**config.mk**
```make
export PLATFORM = sky130hd
export DESIGN_NAME = sstf_tx
export DESIGN_NICKNAME = d
export VERILOG_FILES = /design/src/sstf_pkg.sv /design/src/sstf_tx.sv
export SDC_FILE = /design/constraint.sdc
export NUM_CORES = 1
export LEC_CHECK = 0
export BUFFER_PORTS_ARGS = -buffer_cell sky130_fd_sc_hd__buf_2
export CAP_MARGIN = 20
export CORE_ASPECT_RATIO = 1.2
export CORE_UTILIZATION = 45
export DETAILED_ROUTE_END_ITERATION = 6
export PLACE_DENSITY = 0.73
export REMOVE_ABC_BUFFERS = 1
export SKIP_CTS_REPAIR_TIMING = 1
export SYNTH_ARGS = -nofsm -noshare
export SYNTH_HDL_FRONTEND = slang
export SYNTH_SLANG_ARGS = --single-unit
```
**constraint.sdc**
```tcl
create_clock -name clk_sys -period 6.6 [get_ports clk_sys]
set_clock_uncertainty 0.1 [all_clocks]
set_input_delay 1.32 -clock clk_sys [delete_from_list [all_inputs] [get_ports clk_sys]]
set_output_delay 1.32 -clock clk_sys [all_outputs]
set_load 0.02 [all_outputs]
```
**src/sstf_pkg.sv**
```systemverilog
// How it works
// - each data word is sent as word bit count plus one bits
// - dma size is byte up to 7, half-word to 15, else word
// - the data pin rests at the idle line level outside transmission
// - with multi-drive set, the data pin driver is on only for a one
// - high bit first clear sends lsb first, set sends msb first
// - each transfer start sends words per frame plus one words
// - frame sync lasts sync pulse length plus one link clock periods
// - with sync data output on, that many sync bits are shifted out
// - sync output shape selects none, pulses, levels or toggle; 6-7 reserved
// - during frame sync the data pin carries idle level or sync bits
// - tx sync event is set on rising or falling frame sync edge
// - data words sit right aligned in their 32-bit holding registers
// - tx sync holding keeps 16 writable sync bits in bits 15 to 0
// - rx sync holding shows rx sync length plus one read-only sampled sync bits, upper bits zero
// - rx compare zero keeps a 16-bit writable pattern
// - the received sync sequence is compared against pattern zero or one
// - rx sync length plus one sets how many sync bits are kept
`default_nettype none

package sstf_pkg;
  // ----------------------------------------
  // register offsets
  // ----------------------------------------
  localparam logic [7:0] OFS_FRAME_MODE = 8'h00;
  localparam logic [7:0] OFS_RX_HOLD = 8'h04;
  localparam logic [7:0] OFS_TX_HOLD = 8'h08;
  localparam logic [7:0] OFS_RX_SYNC = 8'h0c;
  localparam logic [7:0] OFS_TX_SYNC = 8'h10;
  localparam logic [7:0] OFS_CMP_ZERO = 8'h14;
  localparam logic [7:0] OFS_CONTROL = 8'h18;
  localparam logic [7:0] OFS_STATUS = 8'h1c;

  // ----------------------------------------
  // tx_frame_mode fields
  // ----------------------------------------
  localparam int LEN_LSB = 0;
  localparam int LEN_MSB = 4;
  localparam int IDLE_BIT = 5;
  localparam int HIGH_BIT_FIRST_BIT = 7;
  localparam int NB_LSB = 8;
  localparam int NB_MSB = 11;
  localparam int SYNC_PULSE_LENGTH_LSB = 16;
  localparam int SYNC_PULSE_LENGTH_MSB = 19;
  localparam int SYNC_OUTPUT_SHAPE_LSB = 20;
  localparam int SYNC_OUTPUT_SHAPE_MSB = 22;
  localparam int SYNC_DATA_OUTPUT_ENABLE_BIT = 23;
  localparam int EDGE_BIT = 24;
  localparam logic [31:0] FRAME_MODE_MASK = 32'h01ff0fbf;
  localparam logic [31:0] FRAME_MODE_RESET = 32'h00000000;

  // control and status bits
  localparam int CTL_ENABLE = 0;
  localparam int CTL_MULTI = 1;
  localparam int ST_SYNC_EVT = 0;
  localparam int ST_HOLD_EMPTY = 1;
  localparam int ST_BUSY = 2;
  localparam int ST_RX_READY = 3;
  localparam int ST_CMP_MATCH = 4;

  // ----------------------------------------
  // sync output shape codes
  // ----------------------------------------
  localparam logic [2:0] FS_NONE = 3'h0;
  localparam logic [2:0] FS_NEG_PULSE = 3'h1;
  localparam logic [2:0] FS_POS_PULSE = 3'h2;
  localparam logic [2:0] FS_LOW_XFER = 3'h3;
  localparam logic [2:0] FS_HIGH_XFER = 3'h4;
  localparam logic [2:0] FS_TOGGLE = 3'h5;

  // dma transfer size codes and their length limits
  localparam logic [1:0] DMA_BYTE = 2'h0;
  localparam logic [1:0] DMA_HALF = 2'h1;
  localparam logic [1:0] DMA_WORD = 2'h2;
  localparam logic [4:0] LEN_BYTE_MAX = 5'h07;
  localparam logic [4:0] LEN_HALF_MAX = 5'h0f;

  typedef enum logic [1:0] {SSTF_IDLE, SSTF_SYNC, SSTF_DATA} sstf_state_t;
endpackage

// ----------------------------------------
// two flip-flop synchroniser
// ----------------------------------------
module sstf_sync #(
  parameter int W = 1
) (
  input wire logic clk_sys,
  input wire logic rst_n,
  input wire logic [W-1:0] d,
  output logic [W-1:0] q
);
  logic [W-1:0] meta;

  // first stage feeds only the second
  always_ff @(posedge clk_sys or negedge rst_n) begin
    if (!rst_n) begin
      meta <= '0;
      q <= '0;
    end else begin
      meta <= d;
      q <= meta;
    end
  end
endmodule

`default_nettype wire

```
**src/sstf_tx.sv**
```systemverilog
// The plain strobed port and the placing of the registers were chosen for this implementation.
`default_nettype none

module sstf_tx (
  input wire logic clk_sys,
  input wire logic rst_n,
  input wire logic [7:0] reg_addr,
  input wire logic [31:0] reg_wdata,
  input wire logic reg_wr,
  input wire logic reg_rd,
  output logic [31:0] reg_rdata,
  input wire logic tx_clk_pin,
  input wire logic tx_start,
  output logic tx_data_pin_o,
  output logic tx_data_pin_oe,
  input wire logic tx_frame_sync_pin_i,
  output logic tx_frame_sync_pin_o,
  output logic tx_frame_sync_pin_oe,
  output logic tx_sync_event,
  output logic [1:0] dma_size,
  output logic dma_req,
  input wire logic rx_word_valid,
  input wire logic [31:0] rx_word,
  input wire logic rx_sync_load,
  input wire logic [15:0] rx_sync_bits,
  input wire logic [3:0] rx_sync_length,
  input wire logic compare_select_one,
  input wire logic [15:0] compare_pattern_one,
  output logic [15:0] compare_pattern_zero,
  output logic rx_sync_match
);
  // ----------------------------------------
  // declarations
  // ----------------------------------------
  logic [31:0] frame_mode;
  logic [31:0] tx_holding;
  logic [31:0] rx_holding;
  logic holding_full;
  logic rx_ready;
  logic [15:0] tx_sync_bits;
  logic [15:0] rx_sync_hold;
  logic tx_enable;
  logic multi_drive;
  logic sync_evt_flag;
  logic start_pending;
  logic [1:0] pin_sync;
  logic clk_prev;
  logic tick;
  sstf_pkg::sstf_state_t state;
  logic [4:0] bit_cnt;
  logic [3:0] word_cnt;
  logic [3:0] sync_cnt;
  logic [31:0] shift_word;
  logic fs_toggle;
  logic fs_level_prev;
  logic [4:0] word_bit_count;
  logic idle_line_level;
  logic high_bit_first;
  logic [3:0] words_per_frame;
  logic [3:0] sync_pulse_length;
  logic [2:0] sync_output_shape;
  logic sync_data_output_enable;
  logic sync_edge_select;
  logic has_sync_phase;
  logic last_bit;
  logic last_sync;
  logic take_word;
  logic [4:0] data_idx;
  logic [3:0] sync_idx;
  logic next_line;
  logic next_fs;
  logic next_fs_oe;
  logic fs_level;
  logic sync_edge;
  logic status_read;
  logic rx_read;
  logic [15:0] cmp_mask;
  logic [15:0] cmp_pattern;
  logic [31:0] next_rdata;

  // ----------------------------------------
  // field decode
  // ----------------------------------------
  assign word_bit_count = frame_mode[sstf_pkg::LEN_MSB:sstf_pkg::LEN_LSB];
  assign idle_line_level = frame_mode[sstf_pkg::IDLE_BIT];
  assign high_bit_first = frame_mode[sstf_pkg::HIGH_BIT_FIRST_BIT];
  assign words_per_frame = frame_mode[sstf_pkg::NB_MSB:sstf_pkg::NB_LSB];
  assign sync_pulse_length = frame_mode[sstf_pkg::SYNC_PULSE_LENGTH_MSB:sstf_pkg::SYNC_PULSE_LENGTH_LSB];
  assign sync_output_shape = frame_mode[sstf_pkg::SYNC_OUTPUT_SHAPE_MSB:sstf_pkg::SYNC_OUTPUT_SHAPE_LSB];
  assign sync_data_output_enable = frame_mode[sstf_pkg::SYNC_DATA_OUTPUT_ENABLE_BIT];
  assign sync_edge_select = frame_mode[sstf_pkg::EDGE_BIT];
  assign status_read = reg_rd && (reg_addr == sstf_pkg::OFS_STATUS);
  assign rx_read = reg_rd && (reg_addr == sstf_pkg::OFS_RX_HOLD);

  // ----------------------------------------
  // register writes
  // ----------------------------------------
  // configuration registers
  always_ff @(posedge clk_sys or negedge rst_n) begin
    if (!rst_n) begin
      frame_mode <= sstf_pkg::FRAME_MODE_RESET;
      tx_sync_bits <= 16'h0000;
      compare_pattern_zero <= 16'h0000;
      tx_enable <= 1'b0;
      multi_drive <= 1'b0;
    end else if (reg_wr) begin
      case (reg_addr)
        sstf_pkg::OFS_FRAME_MODE: frame_mode <= reg_wdata & sstf_pkg::FRAME_MODE_MASK;
        sstf_pkg::OFS_TX_SYNC: tx_sync_bits <= reg_wdata[15:0];
        sstf_pkg::OFS_CMP_ZERO: compare_pattern_zero <= reg_wdata[15:0];
        sstf_pkg::OFS_CONTROL: begin
          tx_enable <= reg_wdata[sstf_pkg::CTL_ENABLE];
          multi_drive <= reg_wdata[sstf_pkg::CTL_MULTI];
        end
        default: ;
      endcase
    end
  end

  // transmit holding, right aligned; a write wins over the engine taking it
  always_ff @(posedge clk_sys or negedge rst_n) begin
    if (!rst_n) begin
      tx_holding <= 32'h00000000;
      holding_full <= 1'b0;
    end else if (reg_wr && (reg_addr == sstf_pkg::OFS_TX_HOLD)) begin
      tx_holding <= reg_wdata;
      holding_full <= 1'b1;
    end else if (take_word) begin
      holding_full <= 1'b0;
    end
  end

  // receive holding and ready flag; a new word wins over the read clear
  always_ff @(posedge clk_sys or negedge rst_n) begin
    if (!rst_n) begin
      rx_holding <= 32'h00000000;
      rx_ready <= 1'b0;
    end else if (rx_word_valid) begin
      rx_holding <= rx_word;
      rx_ready <= 1'b1;
    end else if (rx_read) begin
      rx_ready <= 1'b0;
    end
  end

  // ----------------------------------------
  // receive sync holding and compare
  // ----------------------------------------
  // mask keeps rx sync length plus one low bits
  assign cmp_mask = 16'hffff >> (4'hf - rx_sync_length);
  assign cmp_pattern = compare_select_one ? compare_pattern_one : compare_pattern_zero;

  // capture sampled sync bits and compare them
  always_ff @(posedge clk_sys or negedge rst_n) begin
    if (!rst_n) begin
      rx_sync_hold <= 16'h0000;
      rx_sync_match <= 1'b0;
    end else if (rx_sync_load) begin
      rx_sync_hold <= rx_sync_bits & cmp_mask;
      rx_sync_match <= ((rx_sync_bits ^ cmp_pattern) & cmp_mask) == 16'h0000;
    end
  end

  // ----------------------------------------
  // link clock and frame sync pin sampling
  // ----------------------------------------
  sstf_sync #(
    .W(2)
  ) u_pin_sync (
    .clk_sys(clk_sys),
    .rst_n(rst_n),
    .d({tx_frame_sync_pin_i, tx_clk_pin}),
    .q(pin_sync)
  );

  // shift on the falling edge of the link clock
  always_ff @(posedge clk_sys or negedge rst_n) begin
    if (!rst_n) begin
      clk_prev <= 1'b0;
    end else begin
      clk_prev <= pin_sync[0];
    end
  end
  assign tick = clk_prev && !pin_sync[0];

  // ----------------------------------------
  // transmit sequencer
  // ----------------------------------------
  assign has_sync_phase = (sync_output_shape == sstf_pkg::FS_NEG_PULSE) ||
                          (sync_output_shape == sstf_pkg::FS_POS_PULSE) ||
                          sync_data_output_enable;
  assign last_bit = (bit_cnt == word_bit_count);
  assign last_sync = (sync_cnt == sync_pulse_length);
  assign take_word = tick && (((state == sstf_pkg::SSTF_IDLE) && start_pending &&
                               holding_full) ||
                              ((state == sstf_pkg::SSTF_DATA) && last_bit &&
                               (word_cnt != words_per_frame)));

  // start request is held until taken; a new start wins over the take
  always_ff @(posedge clk_sys or negedge rst_n) begin
    if (!rst_n) begin
      start_pending <= 1'b0;
    end else if (tx_start && tx_enable) begin
      start_pending <= 1'b1;
    end else if (take_word && (state == sstf_pkg::SSTF_IDLE)) begin
      start_pending <= 1'b0;
    end
  end

  // frame state, counters and shift word
  always_ff @(posedge clk_sys or negedge rst_n) begin
    if (!rst_n) begin
      state <= sstf_pkg::SSTF_IDLE;
      bit_cnt <= 5'h00;
      word_cnt <= 4'h0;
      sync_cnt <= 4'h0;
      shift_word <= 32'h00000000;
      fs_toggle <= 1'b0;
    end else if (tick) begin
      case (state)
        sstf_pkg::SSTF_IDLE: begin
          bit_cnt <= 5'h00;
          word_cnt <= 4'h0;
          sync_cnt <= 4'h0;
          if (take_word) begin
            shift_word <= tx_holding;
            if (sync_output_shape == sstf_pkg::FS_TOGGLE) begin
              fs_toggle <= !fs_toggle;
            end
            state <= has_sync_phase ? sstf_pkg::SSTF_SYNC : sstf_pkg::SSTF_DATA;
          end
        end
        sstf_pkg::SSTF_SYNC: begin
          sync_cnt <= sync_cnt + 4'h1;
          if (last_sync) begin
            state <= sstf_pkg::SSTF_DATA;
          end
        end
        sstf_pkg::SSTF_DATA: begin
          bit_cnt <= bit_cnt + 5'h01;
          if (last_bit) begin
            bit_cnt <= 5'h00;
            word_cnt <= word_cnt + 4'h1;
            if (word_cnt == words_per_frame) begin
              state <= sstf_pkg::SSTF_IDLE;
            end else begin
              shift_word <= tx_holding;
            end
          end
        end
        default: state <= sstf_pkg::SSTF_IDLE;
      endcase
    end
  end

  // ----------------------------------------
  // line levels
  // ----------------------------------------
  assign data_idx = high_bit_first ? (word_bit_count - bit_cnt) : bit_cnt;
  assign sync_idx = high_bit_first ? (sync_pulse_length - sync_cnt) : sync_cnt;

  // data line for the present phase
  always_comb begin
    case (state)
      sstf_pkg::SSTF_SYNC: begin
        next_line = sync_data_output_enable ? tx_sync_bits[sync_idx] : idle_line_level;
      end
      sstf_pkg::SSTF_DATA: next_line = shift_word[data_idx];
      default: next_line = idle_line_level;
    endcase
  end

  // frame sync level per output shape
  always_comb begin
    next_fs_oe = 1'b1;
    case (sync_output_shape)
      sstf_pkg::FS_NEG_PULSE: next_fs = state != sstf_pkg::SSTF_SYNC;
      sstf_pkg::FS_POS_PULSE: next_fs = state == sstf_pkg::SSTF_SYNC;
      sstf_pkg::FS_LOW_XFER: next_fs = state != sstf_pkg::SSTF_DATA;
      sstf_pkg::FS_HIGH_XFER: next_fs = state == sstf_pkg::SSTF_DATA;
      sstf_pkg::FS_TOGGLE: next_fs = fs_toggle;
      default: begin
        next_fs = 1'b0;
        next_fs_oe = 1'b0;
      end
    endcase
  end

  // pin registers
  always_ff @(posedge clk_sys or negedge rst_n) begin
    if (!rst_n) begin
      tx_data_pin_o <= 1'b0;
      tx_data_pin_oe <= 1'b0;
      tx_frame_sync_pin_o <= 1'b0;
      tx_frame_sync_pin_oe <= 1'b0;
    end else begin
      tx_data_pin_o <= next_line;
      tx_data_pin_oe <= multi_drive ? next_line : 1'b1;
      tx_frame_sync_pin_o <= next_fs;
      tx_frame_sync_pin_oe <= next_fs_oe;
    end
  end

  // ----------------------------------------
  // sync edge event
  // ----------------------------------------
  assign fs_level = tx_frame_sync_pin_oe ? tx_frame_sync_pin_o : pin_sync[1];
  assign sync_edge = sync_edge_select ? (fs_level_prev && !fs_level) :
                                        (!fs_level_prev && fs_level);

  // sticky event, cleared by a status read; a new edge wins
  always_ff @(posedge clk_sys or negedge rst_n) begin
    if (!rst_n) begin
      fs_level_prev <= 1'b0;
      sync_evt_flag <= 1'b0;
    end else begin
      fs_level_prev <= fs_level;
      if (sync_edge) begin
        sync_evt_flag <= 1'b1;
      end else if (status_read) begin
        sync_evt_flag <= 1'b0;
      end
    end
  end

  // ----------------------------------------
  // dma outputs
  // ----------------------------------------
  always_ff @(posedge clk_sys or negedge rst_n) begin
    if (!rst_n) begin
      dma_size <= sstf_pkg::DMA_BYTE;
      dma_req <= 1'b0;
      tx_sync_event <= 1'b0;
    end else begin
      if (word_bit_count <= sstf_pkg::LEN_BYTE_MAX) begin
        dma_size <= sstf_pkg::DMA_BYTE;
      end else if (word_bit_count <= sstf_pkg::LEN_HALF_MAX) begin
        dma_size <= sstf_pkg::DMA_HALF;
      end else begin
        dma_size <= sstf_pkg::DMA_WORD;
      end
      dma_req <= tx_enable && !holding_full && !take_word;
      tx_sync_event <= sync_evt_flag;
    end
  end

  // ----------------------------------------
  // register reads
  // ----------------------------------------
  always_comb begin
    next_rdata = 32'h00000000;
    case (reg_addr)
      sstf_pkg::OFS_FRAME_MODE: next_rdata = frame_mode;
      sstf_pkg::OFS_RX_HOLD: next_rdata = rx_holding;
      sstf_pkg::OFS_RX_SYNC: next_rdata = {16'h0000, rx_sync_hold};
      sstf_pkg::OFS_TX_SYNC: next_rdata = {16'h0000, tx_sync_bits};
      sstf_pkg::OFS_CMP_ZERO: next_rdata = {16'h0000, compare_pattern_zero};
      sstf_pkg::OFS_CONTROL: begin
        next_rdata[sstf_pkg::CTL_ENABLE] = tx_enable;
        next_rdata[sstf_pkg::CTL_MULTI] = multi_drive;
      end
      sstf_pkg::OFS_STATUS: begin
        next_rdata[sstf_pkg::ST_SYNC_EVT] = sync_evt_flag;
        next_rdata[sstf_pkg::ST_HOLD_EMPTY] = !holding_full;
        next_rdata[sstf_pkg::ST_BUSY] = state != sstf_pkg::SSTF_IDLE;
        next_rdata[sstf_pkg::ST_RX_READY] = rx_ready;
        next_rdata[sstf_pkg::ST_CMP_MATCH] = rx_sync_match;
      end
      default: next_rdata = 32'h00000000;
    endcase
  end

  // read data stands one cycle after the read strobe only
  always_ff @(posedge clk_sys or negedge rst_n) begin
    if (!rst_n) begin
      reg_rdata <= 32'h00000000;
    end else begin
      reg_rdata <= reg_rd ? next_rdata : 32'h00000000;
    end
  end
endmodule

`default_nettype wire

```
==> results of run 1 <==
==> worst max-delay path: cells and delay by family (launching register included) <==
family	cells	cell delay [ns]
compound gates	3	1.32
mux	1	0.45
flops	1	0.44
fa+ha+maj	1	0.41
simple gates	2	0.32
buf+inv	1	0.12
==> layer usage <==
metal	wire (µm)	track usage, %	part of all wire, %	vias to the layer above
li1	-	-	-	3568
met1	11250	29.46	41	3948
met3	1575	2.935	5.8	50
met2	13760	38.73	50	307
met4	682	7.668	2.5	0
met5	0	0	0	-
==> registers in the layout, summed over array words and instances, names as in the netlist, 2 cells and up <==
| register | count |
|---|---|
| bit_cnt | 5 |
| compare_pattern_zero | 16 |
| dma_size | 2 |
| frame_mode | 20 |
| reg_rdata | 32 |
| rx_holding | 32 |
| rx_sync_hold | 16 |
| shift_word | 32 |
| state | 2 |
| sync_cnt | 4 |
| tx_holding | 32 |
| tx_sync_bits | 16 |
| u_pin_sync.meta | 2 |
| u_pin_sync.q | 2 |
| word_cnt | 4 |
==> cell usage in the layout (no fill, tap or decap), types with 4 or more instances in the layout <==
master and count:
clkbuf_16 25, a21oi_1 26, nand2_1 51, ha_1 13, o2111ai_1 5, a222oi_1 8
xor2_1 7, o2bb2ai_1 5, a22oi_1 26, mux2_4 30, nand3_1 40, a22o_1 16
a31oi_1 5, buf_2 173, mux2i_1 27, xnor2_1 20, mux2_2 124, dfrtp_1 233
o32ai_1 4, nor2_1 21, o21ai_0 38, and3_1 10, nand4_1 9, a21boi_0 4
inv_1 30, buf_4 7, mux4_2 4, clkinvlp_4 5, nor3_1 6, a32o_1 6
a21o_1 7, clkinv_2 6
==> worst max-delay path by stage <==
stage	cells past startpoint	slack, ns	to	startpoint
final	8	3.28	shift_word[12]	bit_cnt[2]
after global routing	8	3.14	shift_word[6]	bit_cnt[2]
after CTS	8	3.31	shift_word[12]	bit_cnt[2]
after detailed placement	7	2.99	frame_mode[3]	reg_addr[5]
after global placement	7	3.08	frame_mode[17]	reg_addr[5]
after floorplan	5	2.56	frame_mode[0]	reg_addr[5]
==> final cells by class <==
class	instances	area [µm²]	share of cell area, %
flip-flops and latches	233	5831	45.23
multi-input cells	570	4753	36.88
repair buffers	182	953.4	7.397
clock buffers	29	650.6	5.048
well taps	320	400.4	3.106
clock inverters	17	186.4	1.446
inverters	30	112.6	0.8736
diodes	1	2.502	0.01941
==> stage by stage <==
stage | util, % | hold slack, ns | area, µm² | worst slack (ns) | cells
CTS | 53.94 | 0.2608 | 12890 | 3.309 | 1381
floorplan | - | 0.2312 | 10690 | 2.560 | 833
detailed placement | 50.43 | 0.2464 | 12050 | 2.989 | 1335
finish | 53.95 | 0.2562 | 12890 | 3.280 | 1382
global placement | 50.43 | 0.2339 | 12050 | 3.080 | 1335
global route | 53.95 | 0.2628 | 12890 | 3.140 | 1382
==> power by group through the flow <==
| stage | sequential, mW | clock [mW] | combinational [mW] |
|---|---|---|---|
| 4_1_cts | 1.68 | 1.45 | 0.728 |
| 3_5_place_dp | 1.71 | 0 | 0.721 |
| 5_1_grt | 1.70 | 1.50 | 0.798 |
| 2_1_floorplan | 1.67 | 0 | 0.495 |
| 3_3_place_gp | 1.70 | 0 | 0.702 |
| 6_report | 1.69 | 1.42 | 0.727 |
==> logic make-up (layout without fill, tap and decap cells) <==
group,count (synthesis),in the layout,synth area share (%)
buf+inv,81,258,3.052
xor+xnor,27,27,2.168
simple gates,169,169,7.836
compound gates,174,174,11.38
fa+ha+maj,15,15,1.859
other cells,0,1,0
flops,233,233,53.46
mux,185,185,20.24
==> metrics.md, run 1 <==
| Metric | Value |
|---|---|
| Status | `completed` |
| Antenna Violating Nets Remaining | `0` |
| Delay of the slowest cell on the worst path | `0.79 ns` |
| DP HPWL | `19.41 mm` |
| Psw | `1.105 mW` |
| Post-synthesis sequential area ratio | `around 53%` |
| Total power | `between 3 and 4 mW` |
| CTS sink cnt | `between 200 and 250` |
| Mapped Avg Cell Area | `between 10 and 15 µm²` |
| Cells on Worst Hold Path | `0` |
| Worst-path clk slew | `approximately 0.060 ns` |
| RSZ-0062 raised after global routing | `false` |
| Period minus WS final | `about 3.3 ns` |
| Placer Congestion | `0.8379` |
| Post-Synthesis Cell Area | `~11000 µm²` |
| Final setup viols | `0` |
| CP max-delay cell | `a221o_2` |
| DR vias | `7873` |
| CTS tree | `done` |
| Share of layout cells above drive strength 1 | `a little under two fifths` |
| DRT iter0 DRCs | `~520` |
| Grt total ovfl | `0` |
| Height of the die | `172.5 µm` |
| Ports | `between 150 and 200` |
| GRT Total Usage | `a little under a quarter` |
| Core box area | `roughly 24000 µm²` |
| Power share of the clock group | `between 30% and 40%` |
| Comb power frac | `19.0%` |
| Die X | `~140 µm` |
| Root buf cell | `clkbuf_16` |
| Worst EP arrival | `about 3.6 ns` |
| Sequential Power Share | `44.0%` |
| WL final | `between 20 and 30 mm` |
| Hold Path End | `u_pin_sync.q[0]` |
| Hold Path Class | `reg2reg` |
| Worst-Margin Slew | `approximately 1.1 ns` |
| Yosys top cell area share | `around 53%` |
| Int Pwr | `~2.7 mW` |
| Synthesized flop and latch total | `approximately 230` |
| Leakage power | `about 6.3 nW` |
| Initial antenna violation count | `1` |
| Post-synth top flop | `dfrtp_1` |
| Mapped Cells | `slightly below 900` |
| Max-slew violation count | `0` |
| Flop2flop setup slack | `between 3 and 4 ns` |
| Crit-path max FO | `32` |
| Pwr/cell area | `297.2 nW/µm²` |
| Asr flop ratio synth | `100.0%` |
| Ys Warns | `0` |
| Clock Path Buffers | `3` |
| Most common cell in the netlist | `dfrtp_1` |
| Vias in the first global route | `roughly 8000` |
| Slew headroom | `a little over a quarter` |
| FF-to-FF End | `shift_word[12]` |
| Starting Density | `a little under half` |
| Fin. Hold Viols | `0` |
| Critical path required time | `between 6 and 7 ns` |
| Final setup TNS | `0 ns` |
| Switching Fraction | `between 20% and 30%` |
| Die area | `around 25000 µm²` |
| Reg2Reg Launch Point | `bit_cnt[2]` |
| CP Class | `reg2reg` |
| Yosys cell types | `67` |
| Largest net degree at the start of global routing | `~120` |
| R2R cell count | `8` |
| Max H-tree Level | `1` |
| First-pass GRT wire length | `between 40 and 50 mm` |
| Vias per cell | `about 5.7` |
| EDFF count, synth | `0` |
| Drt wl/cell | `~20 µm` |
| Area leader, netlist | `dfrtp_1` |
| Drt first pass iters | `6` |
| Crit share post-route | `50.31%` |
| Synth top cells by count | `233 x dfrtp_1, 124 x mux2_2, 51 x nand2_1` |
| Row cnt | `between 60 and 70` |
| Critical Path Start Type | `flop` |
| Peak VDD IR | `around 220 µV` |
| CP Capture Type | `flop` |
| Nets@finish | `1175` |
| Worst skew pair latency | `approximately 0.53 ns` |
| TritonCTS Buffers | `25` |
| Crit path cell chain | `inv_1 -> ha_1 -> nand4_1 -> a21oi_4 -> nand3_1 -> a21o_1 -> a221o_2 -> mux2_4` |
| Area grow syn2layout | `18.20%` |
| Synth area leaders | `dfrtp_1 53%, mux2_2 13%, mux2_4 4.1%, mux2i_1 2.5%, nand3_1 1.8%` |
| DRC | `0` |
| MaxCap Viol Count | `0` |
| Hold Startpoint | `u_pin_sync.meta[0]` |
| Max Clk Rate | `about 0.30 GHz` |
| Port Buffers | `~170` |
| Filler cells | `between 2000 and 2500` |
Note: power is estimated with default switching activity, not from simulation.
==> run 2, diff against run 1 <==
Settings changed: ABC_AREA set to 1.
Clock period 6.6 ns to 3.1 ns, I/O delays scaled along.
==> metrics.md, run 2 <==
| Metric | Value |
|---|---|
| Status | `finished, violations left (was completed)` |
| Failing checks | `negative hold slack` |
| WL final | `29.30 mm (was 27.27 mm)` |
| Drt first pass iters | `7 (was 6)` |
| Worst EP arrival | `2.85 ns (was 3.62 ns)` |
| CP Class | `reg2reg (unchanged)` |
| Worst skew pair latency | `0.52 ns (was 0.53 ns)` |
| Crit path max-delay family | `simple AND/OR/NAND/NOR gates (was compound AO/OA/AOI/OAI gates)` |
| WP buf/inv | `3 (was 1)` |
| Max H-tree Level | `1 (unchanged)` |
| Crit path cell chain | `inv_1 -> ha_1 -> inv_1 -> fa_1 -> nand2_1 -> o21ai_4 -> inv_1 -> nand3_1 -> nand3_1 -> nand3_1 -> nand3_1 -> nand3_1 -> nand2_1 -> nand2_1 -> nand3_1 (was inv_1 -> ha_1 -> nand4_1 -> a21oi_4 -> nand3_1 -> a21o_1 -> a221o_2 -> mux2_4)` |
| Slew headroom | `38.16% (was 26.98%)` |
| Max Clk Rate | `0.3886 GHz (was 0.3012 GHz)` |
| Critical Path Start Type | `flop (unchanged)` |
| Top cell by count, worst path | `nand3_1` |
| Mapped Avg Cell Area | `8.334 µm² (was 12.34 µm²)` |
| Synth area leaders | `dfrtp_1 53%, nand2_1 11%, o21ai_0 7.1%, inv_1 6.6%, nand3_1 4.8% (was dfrtp_1 53%, mux2_2 13%, mux2_4 4.1%, mux2i_1 2.5%, nand3_1 1.8%)` |
| GRT Total Usage | `23.74% (was 22.68%)` |
| Met2 GRT Util | `40.75% (was 38.73%)` |
| Vias per cell | `5.131 (was 5.697)` |
| Area grow syn2layout | `18.87% (was 18.20%)` |
| Yosys top cell area share | `53.16% (was 53.46%)` |
| Yosys cell types | `52 (was 67)` |
| Crit share post-route | `83.02% (was 50.31%)` |
| Post-Synthesis Cell Area | `10970 µm² (was 10910 µm²)` |
| Critical path required time | `3.38 ns (was 6.90 ns)` |
| FF-to-FF End | `tx_data_pin_oe (was shift_word[12])` |
| Ys Warns | `0 (unchanged)` |
| Post-synthesis sequential area ratio | `53.16% (was 53.46%)` |
| Pwr/cell area | `646.8 nW/µm² (was 297.2 nW/µm²)` |
| Final Util | `54.57% (was 53.95%)` |
| Die X | `144.5 µm (was 144.1 µm)` |
| Vias in the first global route | `9041 (was 8022)` |
| DR vias | `9353 (was 7873)` |
| Worst-path clk slew | `0.06 ns (about the same)` |
| CTS tree | `done (unchanged)` |
| DP HPWL | `21.64 mm (was 19.41 mm)` |
| Final setup viols | `0 (unchanged)` |
| Hold Path Class | `in2async (was reg2reg)` |
| RSZ-0062 raised after global routing | `false (unchanged)` |
| MaxCap Viol Count | `0 (unchanged)` |
| Clock Path Buffers | `3 (unchanged)` |
| Min Hold Slack | `-0.001019 ns (was 0.2562 ns)` |
| Flop2flop setup slack | `0.53 ns (was 3.28 ns)` |
| Most common cell in the netlist | `nand2_1 (was dfrtp_1)` |
| Initial antenna violation count | `1 (unchanged)` |
| Period minus WS final | `2.574 ns (was 3.320 ns)` |
| Largest net degree at the start of global routing | `80 (was 121)` |
| Global routing's busiest layer | `met2 (unchanged)` |
| Row cnt | `62 (unchanged)` |
| Port Buffers | `174 (unchanged)` |
| Leakage power | `6.852 nW (was 6.280 nW)` |
| Grt total ovfl | `0 (unchanged)` |
| EDFF count, synth | `0 (unchanged)` |
| Crit-path max FO | `9 (was 32)` |
| R2R cell count | `15 (was 8)` |
| Placer Congestion | `0.9226 (was 0.8379)` |
| Height of the die | `173.0 µm (was 172.5 µm)` |
| Total power | `8.432 mW (was 3.831 mW)` |
| DRC | `0 (unchanged)` |
| Most frequent cells in the layout | `311 x nand2_1, 233 x dfrtp_1, 194 x inv_1 (was 233 x dfrtp_1, 173 x buf_2, 124 x mux2_2)` |
| Core box area | `23890 µm² (unchanged)` |
| Worst-Margin Slew | `0.9253 ns (was 1.095 ns)` |
| TritonCTS Buffers | `25 (unchanged)` |
| Post-synth top flop | `dfrtp_1 (unchanged)` |
| Peak VDD IR | `372.9 µV (was 215.8 µV)` |
| Die area | `25000 µm² (was 24860 µm²)` |
| Max-slew violation count | `0 (unchanged)` |
| Reg2Reg Launch Point | `frame_mode[0] (was bit_cnt[2])` |
| Most common cell after layout, fill and taps aside | `nand2_1 (was dfrtp_1)` |
| Area leader, netlist | `dfrtp_1 (unchanged)` |
| Asr flop ratio synth | `100.0% (unchanged)` |
| Grt met1 use | `30.32% (was 29.46%)` |
| DRT iter0 DRCs | `683 (was 522)` |
| Final setup TNS | `0 ns (unchanged)` |
| Nets@finish | `1617 (was 1175)` |
| CTS sink cnt | `233 (unchanged)` |
| Antenna Violating Nets Remaining | `0 (unchanged)` |
| Root buf cell | `clkbuf_16 (unchanged)` |
| Multi-input combinational cell area | `4151 µm² (was 4753 µm²)` |
| Mapped Cells | `1316 (was 884)` |
| Share of layout cells above drive strength 1 | `17.12% (was 37.23%)` |
| Register area | `5831 µm² (unchanged)` |
| Fin. Hold Viols | `1 (was 0)` |
| Ports | `175 (unchanged)` |
| First-pass GRT wire length | `46.21 mm (was 43.55 mm)` |
| Starting Density | `45.90% (was 45.64%)` |
| CP max-delay cell | `fa_1 (was a221o_2)` |
| Delay of the slowest cell on the worst path | `0.48 ns (was 0.79 ns)` |
| Synthesized flop and latch total | `233 (unchanged)` |
| Filler cells | `2246 (was 2105)` |
| Crit. path cell count | `15 (was 8)` |
| Drt wl/cell | `16.07 µm (was 19.73 µm)` |
| CP Capture Type | `flop (unchanged)` |
| Synth top cells by count | `311 x nand2_1, 233 x dfrtp_1, 194 x inv_1 (was 233 x dfrtp_1, 124 x mux2_2, 51 x nand2_1)` |
| M3 GR Usage | `3.019% (was 2.935%)` |
[run 2: per-layer routing]
| metal | part of all wire, % | vias to the layer above |
|---|---|---|
| li1 | - | 4569 |
| met1 | 43 | 4414 |
| met2 | 49 | 314 |
| met3 | 5.5 | 56 |
| met4 | 3.1 | 0 |
| met5 | 0 | - |
[run 2: area by class of cell]
| cell class | instances | share of cell area [%] |
|---|---|---|
| diodes | 2 | 0.03839 |
| clock buffers | 36 | 5.499 |
| clock inverters | 8 | 1.142 |
| inverters | 200 | 5.777 |
| multi-input cells | 835 | 31.84 |
| flip-flops and latches | 233 | 44.72 |
| well taps | 320 | 3.071 |
| repair buffers | 189 | 7.908 |
[run 2: report_power, final]
part           internal [mW]  switching (mW)  total (mW)
Combinational          0.579            1.09        1.67
Clock                   1.94            1.19        3.13
Sequential              3.42           0.211        3.63
Total                   5.94            2.49        8.43
[run 2: how the worst max path moves through the flow]
stage,start,to,slack (ns)
2_1_floorplan,reg_addr[1],tx_holding[0],0.37
3_5_place_dp,reg_addr[1],reg_rdata[24],0.27
4_1_cts,frame_mode[0],tx_data_pin_oe,0.57
3_3_place_gp,reg_addr[2],reg_rdata[19],0.35
6_report,frame_mode[0],tx_data_pin_oe,0.53
5_1_grt,bit_cnt[3],shift_word[14],0.34
[run 2: cell families after synthesis]
| logic type | Yosys count | synth area share, % |
|---|---|---|
| AO/OA/AOI/OAI | 278 | 13.76 |
| AND/OR/NAND/NOR | 518 | 20.19 |
| flip-flops | 233 | 53.16 |
| buffers and inverters | 248 | 9.035 |
| adder cells (fa/ha/maj) | 15 | 1.848 |
| XOR/XNOR | 17 | 1.357 |
| multiplexers | 7 | 0.6503 |
[run 2: per-stage QoR]
stage | setup slack [ns] | cells | area, µm²
floorplan | 0.3726 | 1268 | 10730
global placement | 0.3475 | 1777 | 12170
detailed placement | 0.2692 | 1777 | 12170
CTS | 0.5711 | 1821 | 13030
global route | 0.3405 | 1822 | 13040
finish | 0.5265 | 1823 | 13040
==> run 3, diff against run 2 <==
Settings changed: PLACE_DENSITY 0.73 to 0.75.
Clock period 3.1 ns to 2.29 ns, I/O delays scaled along.
==> metrics.md, run 3 (synthesized netlist as in run 2, its figures left out) <==
| Metric | Value |
|---|---|
| DRT iter0 DRCs | `571 (was 683)` |
| Placer Congestion | `0.9143 (was 0.9226)` |
| Worst skew pair latency | `0.52 ns (about the same)` |
| Fin. Hold Viols | `0 (was 1)` |
| CP Capture Type | `flop (unchanged)` |
| Most common cell after layout, fill and taps aside | `nand2_1 (unchanged)` |
| Die area | `25000 µm² (unchanged)` |
| M3 GR Usage | `3.849% (was 3.019%)` |
| Filler cells | `2209 (was 2246)` |
| Met2 GRT Util | `41.03% (was 40.75%)` |
| Die X | `144.5 µm (unchanged)` |
| Crit share post-route | `100.9% (was 83.02%)` |
| Port Buffers | `174 (unchanged)` |
| Vias in the first global route | `9370 (was 9041)` |
| Area grow syn2layout | `23.17% (was 18.87%)` |
| Top cell by count, worst path | `nand3_1 (unchanged)` |
| Multi-input combinational cell area | `4360 µm² (was 4151 µm²)` |
| CTS tree | `done (unchanged)` |
| Grt total ovfl | `0 (unchanged)` |
| Height of the die | `173.0 µm (unchanged)` |
| Global routing's busiest layer | `met2 (unchanged)` |
| Hold Path Class | `in2reg (was in2async)` |
| Largest net degree at the start of global routing | `70 (was 80)` |
| WL final | `30.10 mm (was 29.30 mm)` |
| Crit path cell chain | `inv_2 -> ha_4 -> inv_2 -> fa_2 -> nand2_2 -> o21ai_4 -> buf_6 -> nand3_1 -> nand3_1 -> nand3_1 -> nand3_2 -> nand3_2 -> nand2_1 -> nand2_1 -> nand3_1 (was inv_1 -> ha_1 -> inv_1 -> fa_1 -> nand2_1 -> o21ai_4 -> inv_1 -> nand3_1 -> nand3_1 -> nand3_1 -> nand3_1 -> nand3_1 -> nand2_1 -> nand2_1 -> nand3_1)` |
| Row cnt | `62 (unchanged)` |
| Ports | `175 (unchanged)` |
| Final setup TNS | `-0.03706 ns (was 0 ns)` |
| Leakage power | `7.083 nW (was 6.852 nW)` |
| Vias per cell | `5.125 (was 5.131)` |
| Placement-stage cell area | `12440 µm² (was 12170 µm²)` |
| Power share of the clock group | `34.1% (was 37.1%)` |
| Psw | `3.474 mW (was 2.493 mW)` |
| RSZ-0062 raised after global routing | `true (was false)` |
| Critical Path Start Type | `flop (unchanged)` |
| CP max-delay cell | `fa_2 (was fa_1)` |
| CTS sink cnt | `233 (unchanged)` |
| Worst EP arrival | `2.66 ns (was 2.85 ns)` |
| Most frequent cells in the layout | `305 x nand2_1, 233 x dfrtp_1, 187 x inv_1 (was 311 x nand2_1, 233 x dfrtp_1, 194 x inv_1)` |
| DR vias | `9501 (was 9353)` |
| Core box area | `23890 µm² (unchanged)` |
| Starting Density | `45.90% (unchanged)` |
| Clock Path Buffers | `3 (unchanged)` |
| Slack of the critical path | `-0.02069 ns (was 0.5265 ns)` |
| Max-slew violation count | `0 (unchanged)` |
| Sequential Power Share | `43.2% (was 43.1%)` |
| Critical path required time | `2.64 ns (was 3.38 ns)` |
| Crit-path max FO | `8 (was 9)` |
| Register area | `5831 µm² (unchanged)` |
| Grt met1 use | `30.98% (was 30.32%)` |
| Switching Fraction | `30.58% (was 29.57%)` |
| Worst-Margin Slew | `0.6162 ns (was 0.9253 ns)` |
| Initial antenna violation count | `0 (was 1)` |
| Comb power frac | `22.7% (was 19.8%)` |
| MaxCap Viol Count | `0 (unchanged)` |
| Share of layout cells above drive strength 1 | `21.92% (was 17.12%)` |
| WP buf/inv | `3 (unchanged)` |
| DP HPWL | `22.30 mm (was 21.64 mm)` |
| Antenna Violating Nets Remaining | `0 (unchanged)` |
| Max H-tree Level | `1 (unchanged)` |
| Post-route cell area | `13510 µm² (was 13040 µm²)` |
| Pwr/cell area | `840.8 nW/µm² (was 646.8 nW/µm²)` |
| Failing checks | `negative setup slack (was negative hold slack)` |
| DRC | `0 (unchanged)` |
| Status | `finished, violations left (unchanged)` |
| GRT Total Usage | `24.42% (was 23.74%)` |
| Period minus WS final | `2.311 ns (was 2.574 ns)` |
| Slew headroom | `58.87% (was 38.16%)` |
| Peak VDD IR | `694.0 µV (was 372.9 µV)` |
| First-pass GRT wire length | `47.48 mm (was 46.21 mm)` |
| Crit path max-delay family | `adder cells (was simple AND/OR/NAND/NOR gates)` |
| Final setup viols | `2 (was 0)` |
| Drt wl/cell | `16.23 µm (was 16.07 µm)` |
| Nets@finish | `1650 (was 1617)` |
| Delay of the slowest cell on the worst path | `0.56 ns (was 0.48 ns)` |
| Drt first pass iters | `5 (was 7)` |
| Max Clk Rate | `0.4328 GHz (was 0.3886 GHz)` |
| Worst-path clk slew | `0.06 ns (about the same)` |
| Root buf cell | `clkbuf_16 (unchanged)` |
| CP Class | `reg2reg (unchanged)` |
| Int Pwr | `7.885 mW (was 5.939 mW)` |
| TritonCTS Buffers | `24 (was 25)` |
[run 3: cell count changes in the layout (fill, tap and decap cells not counted), sizes merged]
cell         previous run  this run
diode                   2         1
bufinv                  4         1
clkinv                  3         4
dlygate4sd3             0         3
buf                   189       220
clkinvlp                1         2
inv                   200       199
[run 3: path summary, 6_finish.rpt]
kind | startpoint | endpoint | slack, ns | depth (start not counted)
max | frame_mode[0] | tx_data_pin_oe | -0.02 | 15
min | rx_word[3] | rx_holding[3] | 0.05 | 3
max reg2reg | frame_mode[0] | tx_data_pin_oe | -0.02 | 15
min reg2reg | u_pin_sync.meta[1] | u_pin_sync.q[1] | 0.25 | 0
max in group asynchronous | rst_n | shift_word[2] | 0.98 | 3
min in group asynchronous | rst_n | rx_sync_hold[13] | 0.41 | 2
[run 3: stage by stage]
stage | utilization [%] | hold WS [ns] | worst slack, ns | instances | total power [mW]
after CTS | 55.38 | -0.1740 | -0.01837 | 1846 | 11.26
after global placement | 52.08 | 0.2320 | 0.03698 | 1804 | 7.287
after floorplan | - | 0.06241 | -0.2754 | 1268 | 6.405
after detailed placement | 52.08 | 0.2457 | -0.02047 | 1804 | 7.367
final | 56.54 | 0.04717 | -0.02069 | 1854 | 11.36
after global routing | 56.53 | 0.04841 | -0.1206 | 1853 | 11.97
[run 3: area by class of cell]
| cell class | count | share of cell area, % |
|---|---|---|
| flip-flops and latches | 233 | 43.16 |
| repair buffers | 223 | 10.16 |
| inverters | 200 | 5.594 |
| diodes | 1 | 0.01852 |
| multi-input cells | 835 | 32.28 |
| clock buffers | 36 | 5.381 |
| clock inverters | 6 | 0.4446 |
| well taps | 320 | 2.964 |
[run 3: tightest hold or removal path: stages]
cell and delay [ns]:
buf_2 0.08, nand2_1 0.04, nand2_1 0.05
[run 3: layer usage]
layer	wire length [µm]	up-vias
met4	1204	0
met2	14600	317
li1	-	4645
met3	1874	74
met5	0	-
met1	12420	4465
[run 3: power by group through the flow]
stage                     Combinational (mW)  Clock, mW  Sequential [mW]
after floorplan                         1.47          0             4.93
after global placement                  2.33          0             4.95
after detailed placement                2.39          0             4.97
after CTS                               2.41       3.94             4.90
after global routing                    2.91       4.09             4.97
final                                   2.58       3.87             4.91
